**src/rtl/isrc_pkg.sv**
```systemverilog
// Purpose: Shared constants and types of the image sensor readout and configuration block.
// Assumes: One 100 MHz system clock; every sensor control pin arrives asynchronously.
// Notes: The configuration word layout follows the serial shift order into the word.
package isrc_pkg;

   localparam int ADDR_W = 11;
   localparam int FIELD_W = 10;
   localparam int DAC_W = 7;
   localparam int CONV_W = 10;
   localparam int CFG_W = 32;

   localparam logic [CFG_W-1:0] CFG_RESET = 32'h0000_0000;
   localparam logic [ADDR_W-1:0] ADDR_FIRST = 11'h000;
   localparam logic [ADDR_W-1:0] ADDR_LAST = 11'h7FF;
   localparam logic [ADDR_W-1:0] PAIR_LAST = 11'h7FE;
   localparam logic [ADDR_W-1:0] STEP_ONE = 11'h001;
   localparam logic [ADDR_W-1:0] STEP_PAIR = 11'h002;
   localparam logic [ADDR_W-1:0] STEP_SUBSAMPLE = 11'h004;
   localparam logic [CONV_W-1:0] BUS_PRECHARGE_LEVEL = 10'h000;
   localparam logic [CONV_W-1:0] COL_PRECHARGE_LEVEL = 10'h000;

   // Gamma curve knee and segment offsets.
   localparam logic [CONV_W-1:0] GAMMA_KNEE = 10'h080;
   localparam logic [CONV_W-1:0] GAMMA_BASE = 10'h200;
   localparam int GAMMA_LOW_SHIFT = 2;
   localparam int GAMMA_HIGH_SHIFT_A = 1;
   localparam int GAMMA_HIGH_SHIFT_B = 4;

   // Readout timing figures that the controller keeps, kept here for reference by the bench.
   localparam int CLK_PERIOD_NS = 10;
   localparam int STD_SETTLE_NS = 180;
   localparam int STD_SETTLE_CYC = (STD_SETTLE_NS + CLK_PERIOD_NS - 1) / CLK_PERIOD_NS;
   localparam int TH_MIN_NS = 100;
   localparam int TH_MAX_NS = 200;
   localparam int TH_MIN_CYC = (TH_MIN_NS + CLK_PERIOD_NS - 1) / CLK_PERIOD_NS;
   localparam int TH_MAX_CYC = TH_MAX_NS / CLK_PERIOD_NS;

   // Configuration word, bit 31 first down to bit 0.
   typedef struct packed {
      logic [DAC_W-1:0] dac_level;
      logic two_outputs;
      logic [FIELD_W-1:0] col_start;
      logic col_reverse;
      logic subsample;
      logic avg_enable;
      logic [FIELD_W-1:0] row_start;
      logic row_bottom_up;
   } isrc_cfg_t;

   // Asynchronous control pins, synchronised as one vector.
   typedef struct packed {
      logic cfg_clock;
      logic cfg_data;
      logic cfg_load;
      logic sync_x;
      logic clock_x;
      logic sync_y;
      logic clock_y;
      logic row_deselect;
      logic col_precharge;
      logic col_track_hold_n;
      logic col_average;
      logic bus_precharge_a;
      logic bus_precharge_b;
      logic conv_clock_a;
      logic conv_linear_a;
      logic conv_invert_a;
      logic conv_clock_b;
      logic conv_linear_b;
      logic conv_invert_b;
   } isrc_pins_t;

endpackage : isrc_pkg

```
**src/rtl/isrc_readout.sv**
```systemverilog
// Purpose: Row and column readout, column track/hold and serial configuration of the sensor.
// Assumes: All control pins are asynchronous to i_mclk and pass two flip-flops first.
// Notes: Edges of the slow sensor clocks are found by sampling them on i_mclk.
// Functional notes
// - Column level is tracked while the strobe is active and held when it ends.
// - Word is 32 bits: row start 1-10, column start 14-23, DAC 25-31.
// - Row scan runs bottom to top when bit 0 is one, else top to bottom.
// - Column scan runs left to right when bit 13 is zero, else reversed.
// - All-zero word starts readout at row zero, column zero.
// - Bit 11 enables averaging, bit 12 subsampling, bit 24 selects two outputs.
// - DAC field zero gives the lowest DAC level.
// - Column sync initialises the column address; column step clock sets pixel rate.
// - Line end status rises when the column scan reaches the end of the line.
// - One frame end status per row scan direction, set at frame end.
// - Configuration check output shows the bit leaving the serial shift chain.
// - Serial data shifts on its own clock; a separate load copies the word.
// - Converter is linear when select is one, gamma corrected when zero.
// - Converter result bits are inverted when invert input is one.
// - Converter gives a 10-bit result, bit 9 MSB, on its own clock.
// - Actual start address is twice the loaded row or column field.
// - Row step rising edge selects next row; row sync reinitialises the row address.
// - One output gives two pixels per column period: first high, second low.
// - Control inputs are active high unless noted; unused inputs tied inactive.
`timescale 1ns/10ps
module isrc_readout (
   input wire logic i_mclk,
   input wire logic i_sys_rst,
   input wire logic i_cfg_clock,
   input wire logic i_cfg_data,
   input wire logic i_cfg_load,
   input wire logic i_sync_x,
   input wire logic i_clock_x,
   input wire logic i_sync_y,
   input wire logic i_clock_y,
   input wire logic i_row_deselect,
   input wire logic i_col_precharge,
   input wire logic i_column_track_hold_strobe_n,
   input wire logic i_col_average,
   input wire logic i_bus_precharge_a,
   input wire logic i_bus_precharge_b,
   input wire logic [isrc_pkg::CONV_W-1:0] i_col_level,
   input wire logic [isrc_pkg::CONV_W-1:0] i_col_level_neighbour,
   input wire logic i_converter_clock_a,
   input wire logic i_converter_linear_select_a,
   input wire logic i_converter_invert_bits_a,
   input wire logic [isrc_pkg::CONV_W-1:0] i_converter_sample_a,
   input wire logic i_converter_clock_b,
   input wire logic i_converter_linear_select_b,
   input wire logic i_converter_invert_bits_b,
   input wire logic [isrc_pkg::CONV_W-1:0] i_converter_sample_b,
   output logic [isrc_pkg::ADDR_W-1:0] o_row_addr,
   output logic [isrc_pkg::ADDR_W-1:0] o_pixel_addr_a,
   output logic [isrc_pkg::ADDR_W-1:0] o_pixel_addr_b,
   output logic o_pixel_valid,
   output logic o_line_end,
   output logic o_frame_end_down,
   output logic o_frame_end_up,
   output logic o_cfg_check,
   output logic [isrc_pkg::CONV_W-1:0] o_col_held,
   output logic o_bus_precharged,
   output logic o_avg_enable,
   output logic o_subsample,
   output logic o_two_outputs,
   output logic [isrc_pkg::DAC_W-1:0] o_dac_level,
   output logic [isrc_pkg::CONV_W-1:0] o_converter_result_a,
   output logic [isrc_pkg::CONV_W-1:0] o_converter_result_b
);

   typedef struct packed {
      isrc_pkg::isrc_pins_t meta;
      isrc_pkg::isrc_pins_t sync;
      isrc_pkg::isrc_pins_t prev;
      logic [isrc_pkg::CFG_W-1:0] shift;
      isrc_pkg::isrc_cfg_t cfg;
      logic [isrc_pkg::ADDR_W-1:0] row;
      logic [isrc_pkg::ADDR_W-1:0] col;
      logic col_active;
      logic [isrc_pkg::ADDR_W-1:0] pix_a;
      logic [isrc_pkg::ADDR_W-1:0] pix_b;
      logic line_end;
      logic frame_end_down;
      logic frame_end_up;
      logic [isrc_pkg::CONV_W-1:0] held;
      logic bus_precharged;
   } isrc_state_t;

   isrc_state_t s_r;
   isrc_state_t s_nxt;
   isrc_pkg::isrc_pins_t pins;
   logic [isrc_pkg::CONV_W:0] avg_sum;
   logic [isrc_pkg::ADDR_W-1:0] col_step;
   logic [isrc_pkg::ADDR_W-1:0] row_start;
   logic [isrc_pkg::ADDR_W-1:0] col_start;
   logic [isrc_pkg::ADDR_W-1:0] pair_first;
   logic [isrc_pkg::ADDR_W-1:0] pair_second;
   logic [isrc_pkg::ADDR_W-1:0] col_end;
   logic clk_x_rise;
   logic clk_y_rise;

   always_comb begin
      pins.cfg_clock = i_cfg_clock;
      pins.cfg_data = i_cfg_data;
      pins.cfg_load = i_cfg_load;
      pins.sync_x = i_sync_x;
      pins.clock_x = i_clock_x;
      pins.sync_y = i_sync_y;
      pins.clock_y = i_clock_y;
      pins.row_deselect = i_row_deselect;
      pins.col_precharge = i_col_precharge;
      pins.col_track_hold_n = i_column_track_hold_strobe_n;
      pins.col_average = i_col_average;
      pins.bus_precharge_a = i_bus_precharge_a;
      pins.bus_precharge_b = i_bus_precharge_b;
      pins.conv_clock_a = i_converter_clock_a;
      pins.conv_linear_a = i_converter_linear_select_a;
      pins.conv_invert_a = i_converter_invert_bits_a;
      pins.conv_clock_b = i_converter_clock_b;
      pins.conv_linear_b = i_converter_linear_select_b;
      pins.conv_invert_b = i_converter_invert_bits_b;
   end

   always_comb begin
      row_start = {s_r.cfg.row_start, 1'h0};
      col_start = {s_r.cfg.col_start, 1'h0};
      col_step = s_r.cfg.subsample ? isrc_pkg::STEP_SUBSAMPLE : isrc_pkg::STEP_PAIR;
      col_end = s_r.cfg.col_reverse ? isrc_pkg::ADDR_FIRST : isrc_pkg::PAIR_LAST;
      clk_x_rise = s_r.sync.clock_x && !s_r.prev.clock_x;
      clk_y_rise = s_r.sync.clock_y && !s_r.prev.clock_y;
      avg_sum = {1'h0, s_r.held} + {1'h0, i_col_level_neighbour};
      // Reverse scan presents the upper pixel of each pair first.
      pair_first = s_r.cfg.col_reverse ? s_r.col + isrc_pkg::STEP_ONE : s_r.col;
      pair_second = s_r.cfg.col_reverse ? s_r.col : s_r.col + isrc_pkg::STEP_ONE;
   end

   always_comb begin
      s_nxt = s_r;
      s_nxt.meta = pins;
      s_nxt.sync = s_r.meta;
      s_nxt.prev = s_r.sync;

      // Serial configuration chain, first bit lands in bit 31.
      if (s_r.sync.cfg_clock && !s_r.prev.cfg_clock) begin
         s_nxt.shift = {s_r.shift[isrc_pkg::CFG_W-2:0], s_r.sync.cfg_data};
      end
      if (s_r.sync.cfg_load && !s_r.prev.cfg_load) begin
         s_nxt.cfg = isrc_pkg::isrc_cfg_t'(s_r.shift);
      end

      // Row addressing: sync dominates every step edge.
      if (s_r.sync.sync_y) begin
         s_nxt.row = row_start;
         s_nxt.frame_end_down = 1'h0;
         s_nxt.frame_end_up = 1'h0;
      end else if (clk_y_rise) begin
         if (s_r.cfg.row_bottom_up) begin
            if (s_r.row == isrc_pkg::ADDR_FIRST) begin
               s_nxt.frame_end_up = 1'h1;
            end else begin
               s_nxt.row = s_r.row - isrc_pkg::STEP_ONE;
            end
         end else begin
            if (s_r.row == isrc_pkg::ADDR_LAST) begin
               s_nxt.frame_end_down = 1'h1;
            end else begin
               s_nxt.row = s_r.row + isrc_pkg::STEP_ONE;
            end
         end
      end

      // Column addressing: a new row stops the line until the next column sync.
      if (s_r.sync.sync_x) begin
         s_nxt.col = col_start;
         s_nxt.line_end = 1'h0;
         s_nxt.col_active = clk_x_rise ? 1'h1 : s_r.col_active;
      end else if (clk_y_rise) begin
         s_nxt.col_active = 1'h0;
      end else if (clk_x_rise && s_r.col_active && !s_r.line_end) begin
         if (s_r.col == col_end || (s_r.cfg.col_reverse && s_r.col < col_step)
             || (!s_r.cfg.col_reverse && s_r.col > isrc_pkg::PAIR_LAST - col_step)) begin
            s_nxt.line_end = 1'h1;
         end else if (s_r.cfg.col_reverse) begin
            s_nxt.col = s_r.col - col_step;
         end else begin
            s_nxt.col = s_r.col + col_step;
         end
      end

      // Pixel selection: both pixels of the pair at once with two outputs, else per column clock phase.
      if (s_r.cfg.two_outputs) begin
         s_nxt.pix_a = pair_first;
         s_nxt.pix_b = pair_second;
      end else begin
         s_nxt.pix_a = s_r.sync.clock_x ? pair_first : pair_second;
         s_nxt.pix_b = isrc_pkg::ADDR_FIRST;
      end

      // Column track/hold: strobe is active low; held value freezes on its release.
      if (s_r.sync.col_precharge || s_r.sync.row_deselect) begin
         s_nxt.held = isrc_pkg::COL_PRECHARGE_LEVEL;
      end else if (!s_r.sync.col_track_hold_n) begin
         s_nxt.held = i_col_level;
      end else if (s_r.cfg.avg_enable && s_r.sync.col_average && !s_r.prev.col_average) begin
         s_nxt.held = avg_sum[isrc_pkg::CONV_W:1];
      end

      // A bus precharge pulse shorter than one clock period can fall between samples.
      s_nxt.bus_precharged = s_r.sync.bus_precharge_a && s_r.sync.bus_precharge_b;
   end

   always_ff @(posedge i_mclk) begin
      if (i_sys_rst) begin
         s_r <= '0;
         s_r.cfg <= isrc_pkg::isrc_cfg_t'(isrc_pkg::CFG_RESET);
      end else begin
         s_r <= s_nxt;
      end
   end

   isrc_converter u_conv_a (
      .i_mclk(i_mclk),
      .i_sys_rst(i_sys_rst),
      .i_converter_clock(s_r.sync.conv_clock_a),
      .i_converter_linear_select(s_r.sync.conv_linear_a),
      .i_converter_invert_bits(s_r.sync.conv_invert_a),
      .i_sample(i_converter_sample_a),
      .o_result(o_converter_result_a)
   );

   isrc_converter u_conv_b (
      .i_mclk(i_mclk),
      .i_sys_rst(i_sys_rst),
      .i_converter_clock(s_r.sync.conv_clock_b),
      .i_converter_linear_select(s_r.sync.conv_linear_b),
      .i_converter_invert_bits(s_r.sync.conv_invert_b),
      .i_sample(i_converter_sample_b),
      .o_result(o_converter_result_b)
   );

   assign o_row_addr = s_r.row;
   assign o_pixel_addr_a = s_r.pix_a;
   assign o_pixel_addr_b = s_r.pix_b;
   assign o_pixel_valid = s_r.col_active;
   assign o_line_end = s_r.line_end;
   assign o_frame_end_down = s_r.frame_end_down;
   assign o_frame_end_up = s_r.frame_end_up;
   assign o_cfg_check = s_r.shift[isrc_pkg::CFG_W-1];
   assign o_col_held = s_r.held;
   assign o_bus_precharged = s_r.bus_precharged;
   assign o_avg_enable = s_r.cfg.avg_enable;
   assign o_subsample = s_r.cfg.subsample;
   assign o_two_outputs = s_r.cfg.two_outputs;
   assign o_dac_level = s_r.cfg.dac_level;

endmodule : isrc_readout

```
**src/rtl/isrc_converter.sv**
```systemverilog
// Purpose: Output stage of one on-chip converter: curve select, bit inversion, result register.
// Assumes: Converter clock, select and invert inputs arrive already synchronised.
// Notes: The result updates one cycle after a detected converter clock rising edge.
`timescale 1ns/10ps
module isrc_converter (
   input wire logic i_mclk,
   input wire logic i_sys_rst,
   input wire logic i_converter_clock,
   input wire logic i_converter_linear_select,
   input wire logic i_converter_invert_bits,
   input wire logic [isrc_pkg::CONV_W-1:0] i_sample,
   output logic [isrc_pkg::CONV_W-1:0] o_result
);

   typedef struct packed {
      logic clk_prev;
      logic [isrc_pkg::CONV_W-1:0] result;
   } isrc_conv_state_t;

   isrc_conv_state_t s_r;
   isrc_conv_state_t s_nxt;
   logic [isrc_pkg::CONV_W-1:0] curve;
   logic [isrc_pkg::CONV_W-1:0] above;

   // Gamma compresses highlights: steep below the knee, shallow above it.
   always_comb begin
      above = i_sample - isrc_pkg::GAMMA_KNEE;
      if (i_converter_linear_select) begin
         curve = i_sample;
      end else if (i_sample < isrc_pkg::GAMMA_KNEE) begin
         curve = i_sample << isrc_pkg::GAMMA_LOW_SHIFT;
      end else begin
         curve = isrc_pkg::GAMMA_BASE + (above >> isrc_pkg::GAMMA_HIGH_SHIFT_A)
            + (above >> isrc_pkg::GAMMA_HIGH_SHIFT_B);
      end
   end

   always_comb begin
      s_nxt = s_r;
      s_nxt.clk_prev = i_converter_clock;
      if (i_converter_clock && !s_r.clk_prev) begin
         s_nxt.result = i_converter_invert_bits ? ~curve : curve;
      end
   end

   always_ff @(posedge i_mclk) begin
      if (i_sys_rst) begin
         s_r <= '0;
      end else begin
         s_r <= s_nxt;
      end
   end

   assign o_result = s_r.result;

endmodule : isrc_converter

```
**config.mk**
```make
export PLATFORM = sky130hd
export DESIGN_NAME = isrc_readout
export DESIGN_NICKNAME = d
export VERILOG_FILES = /design/src/rtl/isrc_pkg.sv /design/src/rtl/isrc_readout.sv /design/src/rtl/isrc_converter.sv
export SDC_FILE = /design/constraint.sdc
export NUM_CORES = 1
export LEC_CHECK = 0
export ABC_AREA = 1
export BUFFER_PORTS_ARGS = -buffer_cell sky130_fd_sc_hd__buf_2
export CAP_MARGIN = 20
export CELL_PAD_IN_SITES_DETAIL_PLACEMENT = 1
export CELL_PAD_IN_SITES_GLOBAL_PLACEMENT = 1
export CORE_MARGIN = 10
export CORE_UTILIZATION = 44
export CTS_CLUSTER_SIZE = 24
export DETAILED_ROUTE_END_ITERATION = 10
export PLACE_DENSITY_LB_ADDON = 0.1
export SLEW_MARGIN = 15
export SYNTH_ARGS = -nofsm -noshare
export SYNTH_HDL_FRONTEND = slang
export SYNTH_SLANG_ARGS = --single-unit
```
**constraint.sdc**
```tcl
create_clock -name i_mclk -period 3.38 [get_ports i_mclk]
set_input_delay 0.676 -clock i_mclk [delete_from_list [all_inputs] [get_ports i_mclk]]
set_output_delay 0.676 -clock i_mclk [all_outputs]
set_load 0.005 [all_outputs]
```
==> impl_metrics.toml <==
[routing]
drt-met1-wl_mm = 12.23
drt_iter0_drc = 365
drt-vias-per-instance = 5.058
ant_nets = 0
wire_per_inst_um = 15.17
routed_wl_mm = 26.31
dr.pass1.iters = 5
vias = 8770
wl_met2_mm = 13.05
drcViolationCount = 0
maxUsedRoutingLayer = "met4"
wl_met3_um = 791

[critical_path]
critical_path_class = "in2reg"
path_max_fanout = 7
start_kind = "input port"
worstPathCellList = "buf_2 -> inv_1 -> ha_1 -> xnor2_1 -> inv_1 -> ha_1 -> inv_1 -> nor2_1 -> nand4_1 -> nand2_1 -> nand2_1 -> o21ai_0 -> nand2_1 -> nand2_1 -> nand3_1 -> nand2_1 -> inv_1"
cp_slowest_cell = "ha_1"
max_stage_delay_ns = 0.31
cp_common_cell = "nand2_1"
r2r_start = "o_subsample"
arrival_ns = 2.98
r2r-end = "s_r[42]"
reg2reg_slack_ns = 0.75
end_kind = "flop"
r2r_cells = 10
required_ns = 3.71

[timing]
rsz0062_at_grt = "no"
relSlewSlack_pct = 31.00
period_needed_ns = 2.649
finalCritPeriodShare_pct = 78.38
tightest_slew_ns = 1.034
max_freq_ghz = 0.3775
finalClockSkew_ns = 0.01149
fin_hold_ws_ns = 0.4041
tns_ns = 0
slew_violations = 0
setup_viol = 0
hold_violations = 0

[global_route]
grt_overflow = 0
grt_pass1_vias = 9058
grt_pass1_wl_mm = 44.15
grt_antenna_before_repair = 0
track_usage_pct = 18.29
grt_max_degree = 44

[clock_network]
cts.path.max_buffers = 2
path_clk_slew_ns = 0.07
cts_buffers = 17
cts_htree_levels = 4
post_cts_resized = 0
cts_tree = "built"
post_cts_buffers = 0
cts_hold_buf = 0
cts_root_buf = "clkbuf_16"
clock_sinks = 187
clk_latency_ns = 0.43

[floorplan]
die_area_sq_mm = 0.02840
fp.dieH_um = 168.5
initial_utilization_pct = 44.61
fp.dieW_um = 168.5
core_area_sq_mm = 0.02176
row_count = 54
io_pins = 140

[synth]
synth-simple-area-share_pct = 27.00
ys_warn_count = 0
synth_xor_area_share_pct = 1.534
synth_top_area_cell = "dfxtp_1"
synth-seq-area-share_pct = 38.58
synth_top_area_share_pct = 38.58
synth_nets = 1500
ys_ff_latch = 187
synth.area.top_cells = "dfxtp_1 39%, nor2_1 10%, nand2_1 8.8%"
synth_ff_type = "dfxtp_1"
synth_area_sq_mm = 0.009704
synth_cell_type_count = 39
synth_compound_area_share_pct = 12.53
syn_avg_cell_area_sq_um = 6.961
syn_inst = 1394
synth_top_family_by_area = "simple AND/OR/NAND/NOR gates"
synth-edff-count = 0
postSynth.asyncResetShare_pct = 0
synth_mux_area_share_pct = 0
synth_fa_ha_area_share_pct = 6.266

[finish]
antennaDiodeCount = 0
nets = 1547
drive_above_1_share_pct = 13.89
area_growth_pct = 10.15
fin_util_pct = 49.13

[pwr]
peakVddDrop_uv = 318.3
leakage_uw = 0.005364
power_density_mw_per_mm2 = 478.1

[outcome]
status = "finished, final reports clean"

[flow_run]
cap_violations = 0

[placed_design]
gp_congestion = 0.8614
hpwl_mm = 19.78
port_buffers = 139

[min_path]
whs_path_depth = 2
min-delay-start = "s_nxt[143]"
hp-class = "reg2reg"
hold_end = "s_nxt[124]"
## cells in the final DEF, fill, tap and decap left out, types with 5 or more instances in the layout
master,n
nor2_1,262
nand2_1,228
dfxtp_1,187
inv_1,162
buf_2,138
o21ai_0,122
nand3_1,97
a21oi_1,72
ha_1,39
clkbuf_16,17
xor2_1,14
nand4_1,12
nor3_1,10
buf_4,10
a31oi_1,9
or2_2,9
o211ai_1,7
fa_1,6
a21boi_0,5
## worst max-delay path: cells and delay by family
| kind | cells | cell delay [ns] |
|---|---|---|
| XOR/XNOR | 1 | 0.26 |
| buffers and inverters | 5 | 0.45 |
| AO/OA/AOI/OAI | 1 | 0.26 |
| AND/OR/NAND/NOR | 8 | 0.72 |
| adder cells (fa/ha/maj) | 2 | 0.59 |
## final cells by class
cell class,count,area [sq um]
multi-input cells,923,4596
inverters,164,615.6
fillers,2944,11070
flip-flops and latches,187,3744
repair buffers,148,765.7
clock buffers,20,466.7
well taps,280,350.3
clock inverters,12,151.4
## worst max-delay path by stage
stage | endpoint | slack (ns) | depth (start not counted) | from
detailed placement | u_conv_b.o_result[9] | 0.33 | 17 | i_converter_sample_b[7]
finish | u_conv_b.o_result[9] | 0.73 | 17 | i_converter_sample_b[7]
CTS | s_r[42] | 0.73 | 10 | o_subsample
global route | s_r[42] | 0.51 | 10 | o_subsample
global placement | u_conv_b.o_result[9] | 0.54 | 17 | i_converter_sample_b[7]
floorplan | u_conv_b.o_result[9] | 0.86 | 16 | i_converter_sample_b[7]
## kinds of logic (layout without fill, tap and decap cells)
logic type / after synthesis / in the layout
compound gates: 229 / 229
xor+xnor: 17 / 17
simple gates: 632 / 632
buf+inv: 284 / 344
flops: 187 / 187
fa+ha+maj: 45 / 45
## routing by layer
layer / vias to the layer above / GRT usage, %
li1: 4466 / -
met1: 4193 / 22.68
met2: 95 / 31.94
met3: 16 / 3.752
met4: 0 / 3.899
met5: - / 0
## where the power goes
part / total [uW] / switching (uW) / internal, uW
Sequential: 2360 / 68.8 / 2290
Clock: 2090 / 916 / 1170
Combinational: 660 / 415 / 245
Total: 5110 / 1400 / 3710
## Yosys cell counts, drive strengths merged (2+ instances only)
cell type  count
a211oi         2
a21boi         5
a21o           3
a21oi         72
a22oi          2
a31oi          9
buf           81
clkbuf        39
dfxtp        187
fa             6
ha            39
inv          163
nand2        232
nand3        100
nand4         12
nor2         264
nor3          11
nor4           2
o211ai         7
o21ai        123
o22ai          3
or2            9
xnor2          3
xor2          14
## flip-flops by register name, indices dropped and copies added (netlist names), 7 cells and up
name / count
o_dac_level: 7
o_row_addr: 11
u_conv_b.o_result: 10
col_start: 10
row_start: 10
u_conv_a.o_result: 10
s_r: 48
s_nxt: 38
o_pixel_addr_a: 11
o_col_held: 10
o_pixel_addr_b: 11
## metrics by stage
step / setup WS (ns) / area [sq um] / total power, uW / cells
after global placement: 0.5440 / 10070 / 3052 / 1702
after detailed placement: 0.3286 / 10070 / 3076 / 1702
final: 0.7306 / 10690 / 5111 / 1734
after floorplan: 0.8620 / 9704 / 2887 / 1394
after CTS: 0.7259 / 10690 / 5172 / 1734
after global routing: 0.5146 / 10690 / 5378 / 1734
(Power assumes the default switching activity.)
